===== src/hw/mb_local_pkg.sv =====
// Constants for the Modbus slave local register and response delay logic
package mb_local_pkg;
  localparam logic [3:0] NIB_LOW = 4'h0;
  localparam logic [3:0] NIB_ALIAS = 4'hf;
  localparam logic [11:0] PTR_DATA_LO = 12'h0c00;
  localparam logic [11:0] PTR_DATA_HI = 12'h0c1f;
  localparam logic [11:0] PTR_ADDR_LO = 12'h0c20;
  localparam logic [11:0] PTR_ADDR_HI = 12'h0c3f;
  localparam logic [11:0] FW_WORD_OFS = 12'h0c82;
  localparam logic [11:0] REDIR_LO = 12'h0c40;
  localparam logic [15:0] UPPER_MASK = 16'hf000;
  localparam logic [15:0] MB_ZERO = 16'h0000;
  localparam logic [15:0] MB_ONE = 16'h0001;
  localparam int PTR_COUNT = 32;
  localparam int CLK_HZ = 100_000_000;
  localparam int DELAY_STEP_MS = 10;
  localparam int DELAY_MAX_MS = 2000;
  localparam int DELAY_DEFAULT_MS = 0;
  localparam int STEP_CYCLES = CLK_HZ / 1000 * DELAY_STEP_MS;
  localparam logic [7:0] DELAY_MAX_STEPS = 8'(DELAY_MAX_MS / DELAY_STEP_MS);
  localparam logic [7:0] STATION_MIN = 8'h01;
  localparam logic [7:0] STATION_MAX = 8'hf7;
  localparam int NET_FLASH_MS = 100;
  localparam int MOD_BLINK_MS = 500;
  localparam logic [7:0] NET_FLASH_STEPS = 8'(NET_FLASH_MS / DELAY_STEP_MS);
  localparam logic [7:0] MOD_BLINK_STEPS = 8'(MOD_BLINK_MS / DELAY_STEP_MS);
  typedef enum logic [2:0] {
    ST_INIT = 3'b001,
    ST_IDLE = 3'b010,
    ST_DRIVE = 3'b100
  } ctl_state_e;
endpackage


===== src/hw/modbus_slave_local_regs_delay.sv =====
// Modbus slave local registers, drive forwarding, LEDs and response delay
//
// How it works
// - Delay setting in 10 ms steps, 0..2.00 s.
// - Zero delay sends response once assembled.
// - Nonzero delay timed from complete request packet.
// - Delay setting sampled only at initialization.
// - Bad station number flashes module LED red.
// - Faulty packet briefly flashes network LED red.
// - Pointer data at 0x0C00/0xFC00, target permissions.
// - Pointer address RW, values 0x0001..0xFFFF.
// - Firmware word read-only: version high, revision low.
// - Other addresses except 0x0000 forwarded to drive registers.
// - Drive register is Modbus number minus one, with 0xF000 ORed in for 0x0C40..0x0FFF.
// - Pointer data uses same-index address, 32 pairs.
// - Pointer addresses act at once, persisted.
`timescale 1ns/1ps
`default_nettype none
module modbus_slave_local_regs_delay import mb_local_pkg::*; #(
  parameter int STEP_CYCLES_P = STEP_CYCLES,
  parameter logic [7:0] FW_VERSION = 8'h01, // Arbitrary value
  parameter logic [7:0] FW_REVISION = 8'h00 // Arbitrary value
) (
  // Clock and reset
  input wire logic clk,
  input wire logic sys_rst,
  // Drive parameters, sampled at initialization
  input wire logic [7:0] response_delay_setting,
  input wire logic [7:0] station_number_setting,
  // Packet events from the Modbus engine
  input wire logic frame_done,
  input wire logic bad_packet,
  input wire logic rsp_avail,
  output logic tx_start,
  // Register request from the Modbus engine
  input wire logic req_valid,
  output logic req_ready,
  input wire logic req_write,
  input wire logic [15:0] req_addr,
  input wire logic [15:0] req_wdata,
  output logic rsp_valid,
  output logic rsp_error,
  output logic [15:0] rsp_rdata,
  // Drive register access
  output logic drv_req_valid,
  output logic drv_req_write,
  output logic [15:0] drv_req_addr,
  output logic [15:0] drv_req_wdata,
  input wire logic drv_rsp_valid,
  input wire logic drv_rsp_error,
  input wire logic [15:0] drv_rsp_rdata,
  // Nonvolatile pointer address store
  input wire logic ptr_restore_valid,
  input wire logic [4:0] ptr_restore_idx,
  input wire logic [15:0] ptr_restore_data,
  output logic nvm_wr_valid,
  output logic [4:0] nvm_wr_idx,
  output logic [15:0] nvm_wr_data,
  // Status LEDs
  output logic mod_led_red,
  output logic net_led_red
);
  ctl_state_e state_q;
  logic [7:0] delay_q, station_q;
  logic cfg_err_q;
  logic [15:0] ptr_tab [PTR_COUNT];
  logic rsp_valid_q, rsp_error_q;
  logic [15:0] rsp_rdata_q;
  logic drv_valid_q, drv_write_q;
  logic [15:0] drv_addr_q, drv_wdata_q;
  logic nvm_valid_q;
  logic [4:0] nvm_idx_q;
  logic [15:0] nvm_data_q;

  // Decode of the raw request: only the pointer data window matters here
  wire raw_local = (req_addr[15:12] == NIB_LOW) || (req_addr[15:12] == NIB_ALIAS);
  wire raw_pdata = raw_local && (req_addr[11:0] >= PTR_DATA_LO)
                   && (req_addr[11:0] <= PTR_DATA_HI);
  wire [15:0] eff_addr = raw_pdata ? ptr_tab[req_addr[4:0]] : req_addr;

  // Decode of the effective address
  wire eff_local = (eff_addr[15:12] == NIB_LOW) || (eff_addr[15:12] == NIB_ALIAS);
  wire eff_pdata = eff_local && (eff_addr[11:0] >= PTR_DATA_LO)
                   && (eff_addr[11:0] <= PTR_DATA_HI);
  wire eff_paddr = eff_local && (eff_addr[11:0] >= PTR_ADDR_LO)
                   && (eff_addr[11:0] <= PTR_ADDR_HI);
  wire eff_fw = eff_local && (eff_addr[11:0] == FW_WORD_OFS);
  wire eff_zero = (eff_addr == MB_ZERO);
  wire redir = (eff_addr[15:12] == NIB_LOW) && (eff_addr[11:0] >= REDIR_LO)
               && !eff_fw;
  // A pointer aimed at the data window would recurse, so an access through it is refused
  wire loc_err = eff_pdata || eff_zero || (eff_fw && req_write)
                 || (eff_paddr && req_write && req_wdata == MB_ZERO);
  wire to_drive = !loc_err && !eff_paddr && !eff_fw;
  wire [15:0] drv_addr_d = (eff_addr - MB_ONE) | (redir ? UPPER_MASK : MB_ZERO);
  wire [15:0] fw_word = {FW_VERSION, FW_REVISION};
  wire [15:0] loc_data = (req_write || loc_err) ? MB_ZERO
                         : eff_fw ? fw_word : ptr_tab[eff_addr[4:0]];
  wire take = req_valid && (state_q == ST_IDLE);
  wire host_we = take && eff_paddr && req_write && !loc_err;
  wire tab_we = host_we || ptr_restore_valid;
  wire [4:0] tab_idx = host_we ? eff_addr[4:0] : ptr_restore_idx;
  wire [15:0] tab_wd = host_we ? req_wdata : ptr_restore_data;
  wire [7:0] delay_sat = (response_delay_setting > DELAY_MAX_STEPS)
                         ? DELAY_MAX_STEPS : response_delay_setting;
  wire station_bad = (station_number_setting < STATION_MIN)
                     || (station_number_setting > STATION_MAX);

  assign req_ready = (state_q == ST_IDLE);

  // Pointer address table, written at once by the host or restored
  for (genvar i = 0; i < PTR_COUNT; i++) begin : g_ptr
    always_ff @(posedge clk or posedge sys_rst) begin
      if (sys_rst) begin
        ptr_tab[i] <= MB_ZERO;
      end else if (tab_we && tab_idx == 5'(i)) begin
        ptr_tab[i] <= tab_wd;
      end
    end
  end

  // Settings are frozen in the cycle after reset release
  always_ff @(posedge clk or posedge sys_rst) begin
    if (sys_rst) begin
      state_q <= ST_INIT;
      delay_q <= 8'(DELAY_DEFAULT_MS / DELAY_STEP_MS);
      station_q <= 8'h00;
      cfg_err_q <= 1'b0;
    end else begin
      case (state_q)
        ST_INIT: begin
          delay_q <= delay_sat;
          station_q <= station_number_setting;
          cfg_err_q <= station_bad;
          state_q <= ST_IDLE;
        end
        ST_IDLE: state_q <= (take && to_drive) ? ST_DRIVE : ST_IDLE;
        ST_DRIVE: state_q <= drv_rsp_valid ? ST_IDLE : ST_DRIVE;
        default: state_q <= ST_IDLE;
      endcase
    end
  end

  always_ff @(posedge clk or posedge sys_rst) begin
    if (sys_rst) begin
      rsp_valid_q <= 1'b0;
      rsp_error_q <= 1'b0;
      rsp_rdata_q <= MB_ZERO;
    end else begin
      rsp_valid_q <= (take && !to_drive) || (state_q == ST_DRIVE && drv_rsp_valid);
      if (take && !to_drive) begin
        rsp_error_q <= loc_err;
        rsp_rdata_q <= loc_data;
      end else if (state_q == ST_DRIVE && drv_rsp_valid) begin
        rsp_error_q <= drv_rsp_error;
        rsp_rdata_q <= drv_rsp_error ? MB_ZERO : drv_rsp_rdata;
      end
    end
  end

  always_ff @(posedge clk or posedge sys_rst) begin
    if (sys_rst) begin
      drv_valid_q <= 1'b0;
      drv_write_q <= 1'b0;
      drv_addr_q <= MB_ZERO;
      drv_wdata_q <= MB_ZERO;
    end else begin
      drv_valid_q <= take && to_drive;
      if (take && to_drive) begin
        drv_write_q <= req_write;
        drv_addr_q <= drv_addr_d;
        drv_wdata_q <= req_wdata;
      end
    end
  end

  always_ff @(posedge clk or posedge sys_rst) begin
    if (sys_rst) begin
      nvm_valid_q <= 1'b0;
      nvm_idx_q <= 5'h00;
      nvm_data_q <= MB_ZERO;
    end else begin
      nvm_valid_q <= host_we;
      if (host_we) begin
        nvm_idx_q <= eff_addr[4:0];
        nvm_data_q <= req_wdata;
      end
    end
  end

  assign rsp_valid = rsp_valid_q;
  assign rsp_error = rsp_error_q;
  assign rsp_rdata = rsp_rdata_q;
  assign drv_req_valid = drv_valid_q;
  assign drv_req_write = drv_write_q;
  assign drv_req_addr = drv_addr_q;
  assign drv_req_wdata = drv_wdata_q;
  assign nvm_wr_valid = nvm_valid_q;
  assign nvm_wr_idx = nvm_idx_q;
  assign nvm_wr_data = nvm_data_q;

  // Free running 10 ms tick for the LED timing
  localparam int PW = $clog2(STEP_CYCLES_P + 1);
  logic [PW-1:0] pre_q;
  logic [7:0] blink_cnt_q, net_cnt_q;
  logic blink_q;
  wire tick = (pre_q == PW'(STEP_CYCLES_P - 1));
  always_ff @(posedge clk or posedge sys_rst) begin
    if (sys_rst) begin
      pre_q <= '0;
      blink_cnt_q <= 8'h00;
      blink_q <= 1'b0;
    end else begin
      pre_q <= tick ? '0 : pre_q + PW'(1);
      if (tick) begin
        blink_cnt_q <= (blink_cnt_q == MOD_BLINK_STEPS - 8'h01) ? 8'h00 : blink_cnt_q + 8'h01;
        blink_q <= (blink_cnt_q == MOD_BLINK_STEPS - 8'h01) ? !blink_q : blink_q;
      end
    end
  end

  // A new fault restarts the flash so bursts stay visible
  always_ff @(posedge clk or posedge sys_rst) begin
    if (sys_rst) begin
      net_cnt_q <= 8'h00;
    end else if (bad_packet) begin
      net_cnt_q <= NET_FLASH_STEPS;
    end else if (tick && net_cnt_q != 8'h00) begin
      net_cnt_q <= net_cnt_q - 8'h01;
    end
  end
  assign mod_led_red = cfg_err_q && blink_q;
  assign net_led_red = (net_cnt_q != 8'h00);

  response_delay_timer #(.STEP_CYCLES_P(STEP_CYCLES_P)) u_delay (
    .clk(clk),
    .sys_rst(sys_rst),
    .delay_steps(delay_q),
    .frame_done(frame_done),
    .rsp_avail(rsp_avail),
    .tx_start(tx_start)
  );

  a_delay_range: assert property (@(posedge clk) disable iff (sys_rst)
    delay_q <= DELAY_MAX_STEPS) else $error("delay beyond 2.00 s");
  a_delay_frozen: assert property (@(posedge clk) disable iff (sys_rst)
    (state_q != ST_INIT && $past(state_q) != ST_INIT) |-> $stable(delay_q))
    else $error("delay changed after init");
  a_cfg_dark: assert property (@(posedge clk) disable iff (sys_rst)
    (state_q != ST_INIT && station_q >= STATION_MIN && station_q <= STATION_MAX)
    |-> !mod_led_red) else $error("module LED red with good station");
  a_net_flash: assert property (@(posedge clk) disable iff (sys_rst)
    bad_packet |=> net_led_red [*8]) else $error("net LED flash missing");
  a_fw_read: assert property (@(posedge clk) disable iff (sys_rst)
    (take && !raw_pdata && req_addr[11:0] == FW_WORD_OFS && eff_local && !req_write)
    |=> rsp_valid && !rsp_error && rsp_rdata == {FW_VERSION, FW_REVISION})
    else $error("firmware word wrong");
  a_ptr_zero: assert property (@(posedge clk) disable iff (sys_rst)
    (take && eff_paddr && req_write && req_wdata == MB_ZERO)
    |=> rsp_valid && rsp_error && !nvm_wr_valid) else $error("zero pointer accepted");
  a_drv_minus1: assert property (@(posedge clk) disable iff (sys_rst)
    (take && to_drive) |=> drv_req_valid
    && (drv_req_addr | UPPER_MASK) == (($past(eff_addr) - MB_ONE) | UPPER_MASK))
    else $error("drive address not minus one");
  a_redirect: assert property (@(posedge clk) disable iff (sys_rst)
    (take && to_drive && redir) |=> drv_req_addr[15:12] == NIB_ALIAS)
    else $error("low gap not redirected");
  a_ptr_write: assert property (@(posedge clk) disable iff (sys_rst)
    host_we |=> ptr_tab[$past(eff_addr[4:0])] == $past(req_wdata) && nvm_wr_valid)
    else $error("pointer write lost");
endmodule // modbus_slave_local_regs_delay
`default_nettype wire


===== src/hw/response_delay_timer.sv =====
// Minimum response delay timer, started by a complete request packet
`timescale 1ns/1ps
`default_nettype none
module response_delay_timer import mb_local_pkg::*; #(
  parameter int STEP_CYCLES_P = STEP_CYCLES
) (
  // Clock and reset
  input wire logic clk,
  input wire logic sys_rst,
  // Delay in 10 ms steps, frozen by the caller
  input wire logic [7:0] delay_steps,
  // Packet events
  input wire logic frame_done,
  input wire logic rsp_avail,
  output logic tx_start
);
  localparam int PW = $clog2(STEP_CYCLES_P + 1);
  logic [PW-1:0] pre_q;
  logic [7:0] cnt_q;
  logic run_q, pend_q, tx_q;
  wire tick = run_q && (pre_q == PW'(STEP_CYCLES_P - 1));
  wire run_end = tick && (cnt_q == 8'h01);
  // Prescaler restarts with the packet so the wait is never cut short
  wire fire = pend_q && !run_q;

  always_ff @(posedge clk or posedge sys_rst) begin
    if (sys_rst) begin
      pre_q <= '0;
      cnt_q <= 8'h00;
      run_q <= 1'b0;
    end else if (frame_done) begin
      pre_q <= '0;
      cnt_q <= delay_steps;
      run_q <= (delay_steps != 8'h00);
    end else if (run_q) begin
      pre_q <= tick ? '0 : pre_q + PW'(1);
      cnt_q <= tick ? cnt_q - 8'h01 : cnt_q;
      run_q <= !run_end;
    end
  end

  // New response in the firing cycle stays pending
  always_ff @(posedge clk or posedge sys_rst) begin
    if (sys_rst) begin
      pend_q <= 1'b0;
      tx_q <= 1'b0;
    end else begin
      pend_q <= rsp_avail || (pend_q && !fire);
      tx_q <= fire;
    end
  end
  assign tx_start = tx_q;

  logic [31:0] since_q;
  always_ff @(posedge clk or posedge sys_rst) begin
    if (sys_rst) begin
      since_q <= 32'h0000_0000;
    end else if (frame_done) begin
      since_q <= 32'h0000_0000;
    end else if (since_q != 32'hffff_ffff) begin
      since_q <= since_q + 32'h0000_0001;
    end
  end

  a_min_wait: assert property (@(posedge clk) disable iff (sys_rst)
    (tx_start && run_q == 1'b0 && delay_steps != 8'h00 && since_q != 32'hffff_ffff
     && $past(pend_q)) |-> (since_q >= 32'(delay_steps) * 32'(STEP_CYCLES_P)))
    else $error("response sent before delay expired");
  a_zero_fast: assert property (@(posedge clk) disable iff (sys_rst)
    (rsp_avail && !pend_q && !run_q && !frame_done && delay_steps == 8'h00) |-> ##2 tx_start)
    else $error("zero delay response not sent at once");
endmodule // response_delay_timer
`default_nettype wire


===== config.mk =====
export PLATFORM = sky130hd
export DESIGN_NAME = modbus_slave_local_regs_delay
export DESIGN_NICKNAME = d
export VERILOG_FILES = /design/src/hw/mb_local_pkg.sv /design/src/hw/modbus_slave_local_regs_delay.sv /design/src/hw/response_delay_timer.sv
export SDC_FILE = /design/constraint.sdc
export NUM_CORES = 2
export LEC_CHECK = 0
export BUFFER_PORTS_ARGS = -buffer_cell sky130_fd_sc_hd__buf_2
export CAP_MARGIN = 20
export CORE_MARGIN = 2
export CORE_UTILIZATION = 35
export CTS_CLUSTER_SIZE = 8
export DETAILED_ROUTE_END_ITERATION = 6
export PLACE_DENSITY = 0.54
export SYNTH_ARGS = -nofsm -noshare
export SYNTH_HDL_FRONTEND = slang
export SYNTH_SLANG_ARGS = --single-unit

===== constraint.sdc =====
create_clock -name clk -period 21.7 [get_ports clk]
set_input_delay 2.17 -clock clk [delete_from_list [all_inputs] [get_ports clk]]
set_output_delay 2.17 -clock clk [all_outputs]
set_load 0.05 [all_outputs]

After elaboration in Yosys (flattened, before gate mapping). Index checks and enable logic that the tools add are counted.

Multipliers: 0. Order comparisons: 12. Div/mod/pow operators: 0. Shift operators: 0. Add/subtract/negate cells: 6. Bitwise operators: 3. Mux-type cells: 33. Equality and inequality tests: 41. Reduce and logical (&&, ||, !) cells: 90.

Operators with widths (number): 16-bit 2-to-1 mux (12); 16-bit binary-select mux with 5-bit select (2); 5-bit == test (second input constant) (16); 20-bit 2-to-1 mux (4); 1-bit logical AND (59); 8-bit 2-to-1 mux (7); 12-bit >= comparator (second input constant) (4); 20-bit by 1-bit adder with 20-bit output (second input constant) (2); 20-bit == test (second input constant) (2); 5-bit by 4-bit == test with 1-bit output (second input constant) (8); 12-bit less-or-equal comparator (second input constant) (3); 16-bit logical NOT (2); 5-bit by 3-bit == test with 1-bit output (second input constant) (4); 8-bit greater-than comparator (second input constant) (2); 16-bit OR (1); 8-bit nonzero test (2); 16-bit by 1-bit subtractor with 16-bit output (second input constant) (1); 8-bit by 1-bit subtractor with 8-bit output (second input constant) (2); 12-bit == test (second input constant) (1); 6-bit >= comparator (second input constant) (2); 5-bit NOT with 6-bit output (2); 5-bit by 2-bit == test with 1-bit output (second input constant) (2); 1-bit logical OR (10); 8-bit by 1-bit adder with 8-bit output (second input constant) (1); other kinds (17) (34).

Register bits: 666. Bits in read-only memories: 0. Output and inout port bits: 78. Memories: 0. Bits in writable memories: 0. Logic and storage cells: 239. Input port bits: 95. Bits in latches: 0.

Logic depth before layout (Yosys ltp).
Depth after elaboration: 18. Mapped depth: 23. Depth with buffers taken out: 13.

Hierarchy. From an unflattened synthesis, not the netlist that was laid out.

Cell total of the unflattened synthesis: 3073. Area, all modules: 36780.3 sq um.

By module, submodules not included: modbus_slave_local_regs_delay (cells an instance 2880, sequential area each 15891.5 sq um, times used 1, area an instance 35006.1 sq um); response_delay_timer (cells an instance 193, sequential area each 775.7 sq um, times used 1, area an instance 1774.2 sq um).

Worst setup path before layout. Ideal clock, no wire load.

Kind: input to register. Start: input req_addr[2]. End: register drv_addr_q[0], in the netlist drv_req_addr[0]. Required time: 21.575 ns. Stages: 20. Library setup time: 0.125 ns. Arrival: 6.406 ns. Setup slack: 15.170 ns. Path buffers: 8. Path through: buf_4 -> buf_4 -> buf_6 -> buf_2 -> mux4_2 -> a32oi_1 -> o31ai_1 -> or4b_1 -> o21ai_1 -> clkbuf_1 -> buf_1 -> ha_1 -> nor2b_1 -> nand2_1 -> a21boi_1 -> nor2_1 -> o21bai_1 -> buf_2 -> buf_4 -> mux2_2.

Elaborated cells on any way between the ends: 37. Those cells by class: add/sub: 1; order compare: 6; eq/ne: 2; mux: 4; bitwise: 2; reduce/logical: 22.

RTL lines: start, declared (line modbus_slave_local_regs_delay.sv:39) `input wire logic [15:0] req_addr,`; 5-bit NOT with 6-bit output (not written as such) (line modbus_slave_local_regs_delay.sv:79) `wire [15:0] eff_addr = raw_pdata ? ptr_tab[req_addr[4:0]] : req_addr;`; 16-bit binary-select mux with 5-bit select (line modbus_slave_local_regs_delay.sv:79); 16-bit 2-to-1 mux (not written as such) (2 in series) (line modbus_slave_local_regs_delay.sv:79); 16-bit 2-to-1 mux * (line modbus_slave_local_regs_delay.sv:79); 16-bit by 1-bit subtractor with 16-bit output * (line modbus_slave_local_regs_delay.sv:95) `wire [15:0] drv_addr_d = (eff_addr - MB_ONE) | (redir ? UPPER_MASK : MB_ZERO);`; 16-bit OR * (line modbus_slave_local_regs_delay.sv:95); named net drv_addr_d[0] (line modbus_slave_local_regs_delay.sv:95); end signal, assigned (line modbus_slave_local_regs_delay.sv:171) `drv_addr_q <= drv_addr_d;`; end, declared (line modbus_slave_local_regs_delay.sv:70) `logic [15:0] drv_addr_q, drv_wdata_q;`.

The timed path passes the listed nets; every way through them passes the cells marked *. The select of a mux whose other input is x is not followed. A chain may end at the register's enable or synchronous reset.

Worst setup path in the final report.
Start: input req_addr[2]. End: register ptr_tab[179] in the netlist's numbering.

Longest elaborated chain between the ends: 17. Elaborated cells on any way between the ends: 38. Those cells by class: order compare: 6; eq/ne: 3; mux: 6; bitwise: 1; reduce/logical: 22.

RTL lines: 5-bit NOT with 6-bit output (not written as such) (line modbus_slave_local_regs_delay.sv:79); 16-bit binary-select mux with 5-bit select (line modbus_slave_local_regs_delay.sv:79); 16-bit 2-to-1 mux (not written as such) (2 in series) (line modbus_slave_local_regs_delay.sv:79); 16-bit 2-to-1 mux * (line modbus_slave_local_regs_delay.sv:79); parallel branches: the longest is 12 deep, another holds 12-bit >= comparator; end signal, assigned by index (line modbus_slave_local_regs_delay.sv:117) `ptr_tab[i] <= tab_wd;`; end, declared (line modbus_slave_local_regs_delay.sv:66) `logic [15:0] ptr_tab [PTR_COUNT];`.

Every way passes the cells marked *. The select of a mux whose other input is x is not followed.

==> impl_metrics.py <==
metrics = {
    "yosys": {
        "ys_async_sr_fraction_pct": 100,
        "yosysWarnings": 0,
        "synth_nets": 3320,
        "synth-edff-count": 0,
        "yosysUniqueCellTypes": 83,
        "synth_seq_cells": 666,
        "synth_flop_cell": "dfrtp_1",
        "synthCells": 3215,
        "seq_area_frac_synth_pct": 45.2,
        "syn-mean-instance-area_um2": 11.5,
        "synthesis.area_um2": 36900,
    },
    "timing": {
        "skew_ns": 0.0333,
        "layout_worst_path_cycle_share_pct": 41.5,
        "rsz0062_at_grt": "no",
        "hold_slack_ns": 0.465,
        "tightest_slew_ns": 1.19,
        "final-hold-violation-count": 0,
        "fin_crit_ns": 9.00,
        "setup_tns_ns": 0,
        "slew-limit-headroom_pct": 20.7,
        "slew_viol_final": 0,
        "setup_violations": 0,
        "max_freq_mhz": 111,
    },
    "power": {
        "intPower_mw": 2.58,
        "power_frac_seq_pct": 43.6,
        "powerDensity_nw_per_um2": 89.4,
        "p_sw_mw": 1.14,
        "peakVddDrop_uv": 61.3,
        "power_leakage_nw": 18.1,
        "swShare_pct": 30.7,
        "share_comb_of_total_power_pct": 20.5,
        "clkPwrFrac_pct": 35.9,
    },
    "global_routing": {
        "grt-ovfl-total": 0,
        "grt_max_degree": 109,
        "antenna_found_initial": 11,
        "first_global_vias": 27200,
        "grt_pass1_wl_um": 190000,
        "grt_usage_pct": 23.6,
    },
    "cts": {
        "cts_post_setup_buffers_inserted": 0,
        "clockBufferDepth": 3,
        "ctsHoldBuffers": 0,
        "clk_pin_slew_ns": 0.05,
        "htree_num_levels": 3,
        "cts_tree": "built",
        "clock_sinks": 666,
        "post_cts_resize_count": 0,
        "cts_buffers": 93,
        "clk-insertion-delay-late_ns": 0.67,
        "cts_root_buf": "clkbuf_16",
    },
    "worst_hold_path": {
        "hp-class": "reg2reg",
        "hold_end": "blink_q$_DFFE_PP0P_",
        "worstHoldStart": "blink_q$_DFFE_PP0P_",
        "hold_depth": 1,
    },
    "flow_run": {
        "maxCapViolCount": 0,
    },
    "route": {
        "ant_nets": 0,
        "drtIter0Drc": 2747,
        "via_per_inst": 6.01,
        "drt-total-wl_um": 129000,
        "drt-wirelength-per-cell_um": 27.6,
        "dr_total_vias": 28200,
        "dr.pass1.iters": 6,
        "drcViolationCount": 0,
    },
    "worst_setup_path": {
        "worst_setup_path_start_kind": "input pin",
        "arrival_ns": 9.53,
        "cp.required_ns": 22.23,
        "r2r_end": "ptr_tab[179]$_DFFE_PP0P_",
        "crit_path_end_kind": "flip-flop",
        "crit_fanout": 42,
        "timing.rr.start": "ptr_tab[269]$_DFFE_PP0P_",
        "crit_type": "in2reg",
        "ff2ff_path_depth": 12,
        "regToRegSetupSlack_ns": 15.21,
    },
    "cells_and_area": {
        "regArea_um2": 16700,
        "multiInputGateArea_um2": 19300,
        "final_cells": 4682,
        "layout_commonest_cell": "dfrtp_1",
        "nFillCells": 10100,
        "fin_area_um2": 41700,
        "area_delta_synth_final_pct": 13.0,
        "layout_common_cells": "dfrtp_1 (665), mux2_2 (382), nand2_1 (267)",
        "drive_gt1_share_pct": 27.5,
        "fin_nets": 3374,
    },
    "place": {
        "gp_congestion": 0.873,
        "place_inst": 4563,
        "io_buffers": 172,
        "place_area_um2": 39100,
        "place_hpwl_um": 82900,
    },
    "floorplan": {
        "die_area_um2": 108000,
        "start_util_pct": 35.1,
        "core_area_um2": 105000,
        "die_h_um": 329,
        "core.rowCount": 119,
        "ioPinCount": 173,
        "die_width_um": 329,
    },
    "outcome": {
        "status": "finished clean",
    },
}
==> cell families after synthesis <==
kind of cell	synth area share, %
compound gates	7.93
simple gates	11.4
fa+ha+maj	0.339
mux	29.9
buf+inv	3.69
flops	45.2
xor+xnor	1.54
other cells	0.0102
==> worst max path at each step <==
stage / startpoint / cells past startpoint / end / slack (ns)
finish: req_addr[2] / 15 / ptr_tab[179]$_DFFE_PP0P_ / 12.70
global route: req_addr[0] / 14 / ptr_tab[111]$_DFFE_PP0P_ / 12.54
CTS: req_addr[2] / 15 / ptr_tab[111]$_DFFE_PP0P_ / 12.88
detailed placement: req_addr[2] / 15 / ptr_tab[107]$_DFFE_PP0P_ / 12.18
global placement: req_addr[2] / 15 / ptr_tab[177]$_DFFE_PP0P_ / 12.27
floorplan: sys_rst / 1 / blink_cnt_q[0]$_DFFE_PP0N_ / 0.87
==> cell type report <==
type                            count  share of cell area [%]
Clock buffer                      110                    5.89
Multi-Input combinational cell   2262                    46.3
Timing Repair Buffer              229                    3.24
Clock inverter                      5                   0.243
Tap cell                         1391                    4.18
Sequential cell                   666                    40.0
Antenna cell                        2                  0.0120
Inverter                           17                   0.183
==> critical path, cell delays in order <==
cell and delay [ns]:
buf_4 0.49, buf_4 0.73, buf_4 0.51, mux2_2 0.39, o221ai_1 0.25, nor4_1 0.09
nor3_1 0.86, and4_1 0.39, a21oi_1 0.11, or2_1 0.29, nor3b_4 0.19, buf_4 0.59
buf_4 0.80, mux2i_4 1.05, mux2_2 0.42
==> through the flow <==
step           utilization (%)  power [mW]  setup slack (ns)
6_report                  39.7        3.73             12.70
3_5_place_dp              37.3        2.40             12.18
2_1_floorplan                -        2.14             0.865
4_1_cts                   39.7        3.75             12.88
5_1_grt                   39.7        3.88             12.54
3_3_place_gp              37.2        2.38             12.27
==> routing by layer <==
| layer | vias to the layer above | global-route usage (%) | share of wire (%) |
|---|---|---|---|
| li1 | 12000 | - | - |
| met1 | 14700 | 33.2 | 44 |
| met2 | 1238 | 35.8 | 45 |
| met3 | 230 | 5.80 | 8.5 |
| met4 | 18 | 7.01 | 2.7 |
| met5 | - | 0 | 0.089 |
==> synth_stat cells, types with 5 or more instances <==
cell,instances,area [um^2]
xnor2_1,35,307
nand2b_1,13,81.3
mux2_1,184,2070
nand3_1,210,1050
mux4_2,119,2680
o21ai_0,181,906
nor3_1,24,120
dfrtp_1,665,16600
a21o_1,6,45.0
nor4_1,17,106
nand2_1,268,1010
mux2_2,382,4300
a31oi_1,6,37.5
nor2b_1,17,106
buf_4,34,255
mux2i_1,177,1770
a21oi_1,37,185
inv_1,14,52.6
o21a_1,5,37.5
o31ai_1,7,52.6
or3b_2,5,43.8
a311oi_1,53,464
buf_1,20,75.1
or3_1,10,62.6
mux2i_2,16,220
o2111a_1,8,90.1
buf_6,6,67.6
nand3b_1,9,67.6
a32oi_1,18,158
a211oi_1,18,135
and3_1,81,507
a211o_1,14,123
or2_2,6,37.5
and2_1,12,75.1
xor2_1,30,263
o221ai_1,8,70.1
ha_1,10,125
clkbuf_1,129,484
o22ai_1,18,113
buf_2,80,400
nor2_1,149,559
a22oi_1,17,128
nand4_1,15,93.8
o21ai_1,9,45.0
==> registers in the layout (all words and copies together) (netlist names), 3 cells and up <==
name,cells
state_q,3
rsp_rdata,16
ptr_tab,512
blink_cnt_q,8
net_cnt_q,8
drv_req_addr,16
nvm_wr_data,16
delay_q,8
nvm_wr_idx,5
drv_req_wdata,16
u_delay.cnt_q,8
u_delay.pre_q,20
pre_q,20
==> power by group through the flow <==
stage	combinational (mW)	clock, mW	sequential [mW]
2_1_floorplan	0.492	0	1.65
3_3_place_gp	0.748	0	1.63
3_5_place_dp	0.759	0	1.64
4_1_cts	0.762	1.37	1.62
5_1_grt	0.818	1.42	1.65
6_report	0.764	1.34	1.63
Power figures use the tool's default switching activity.
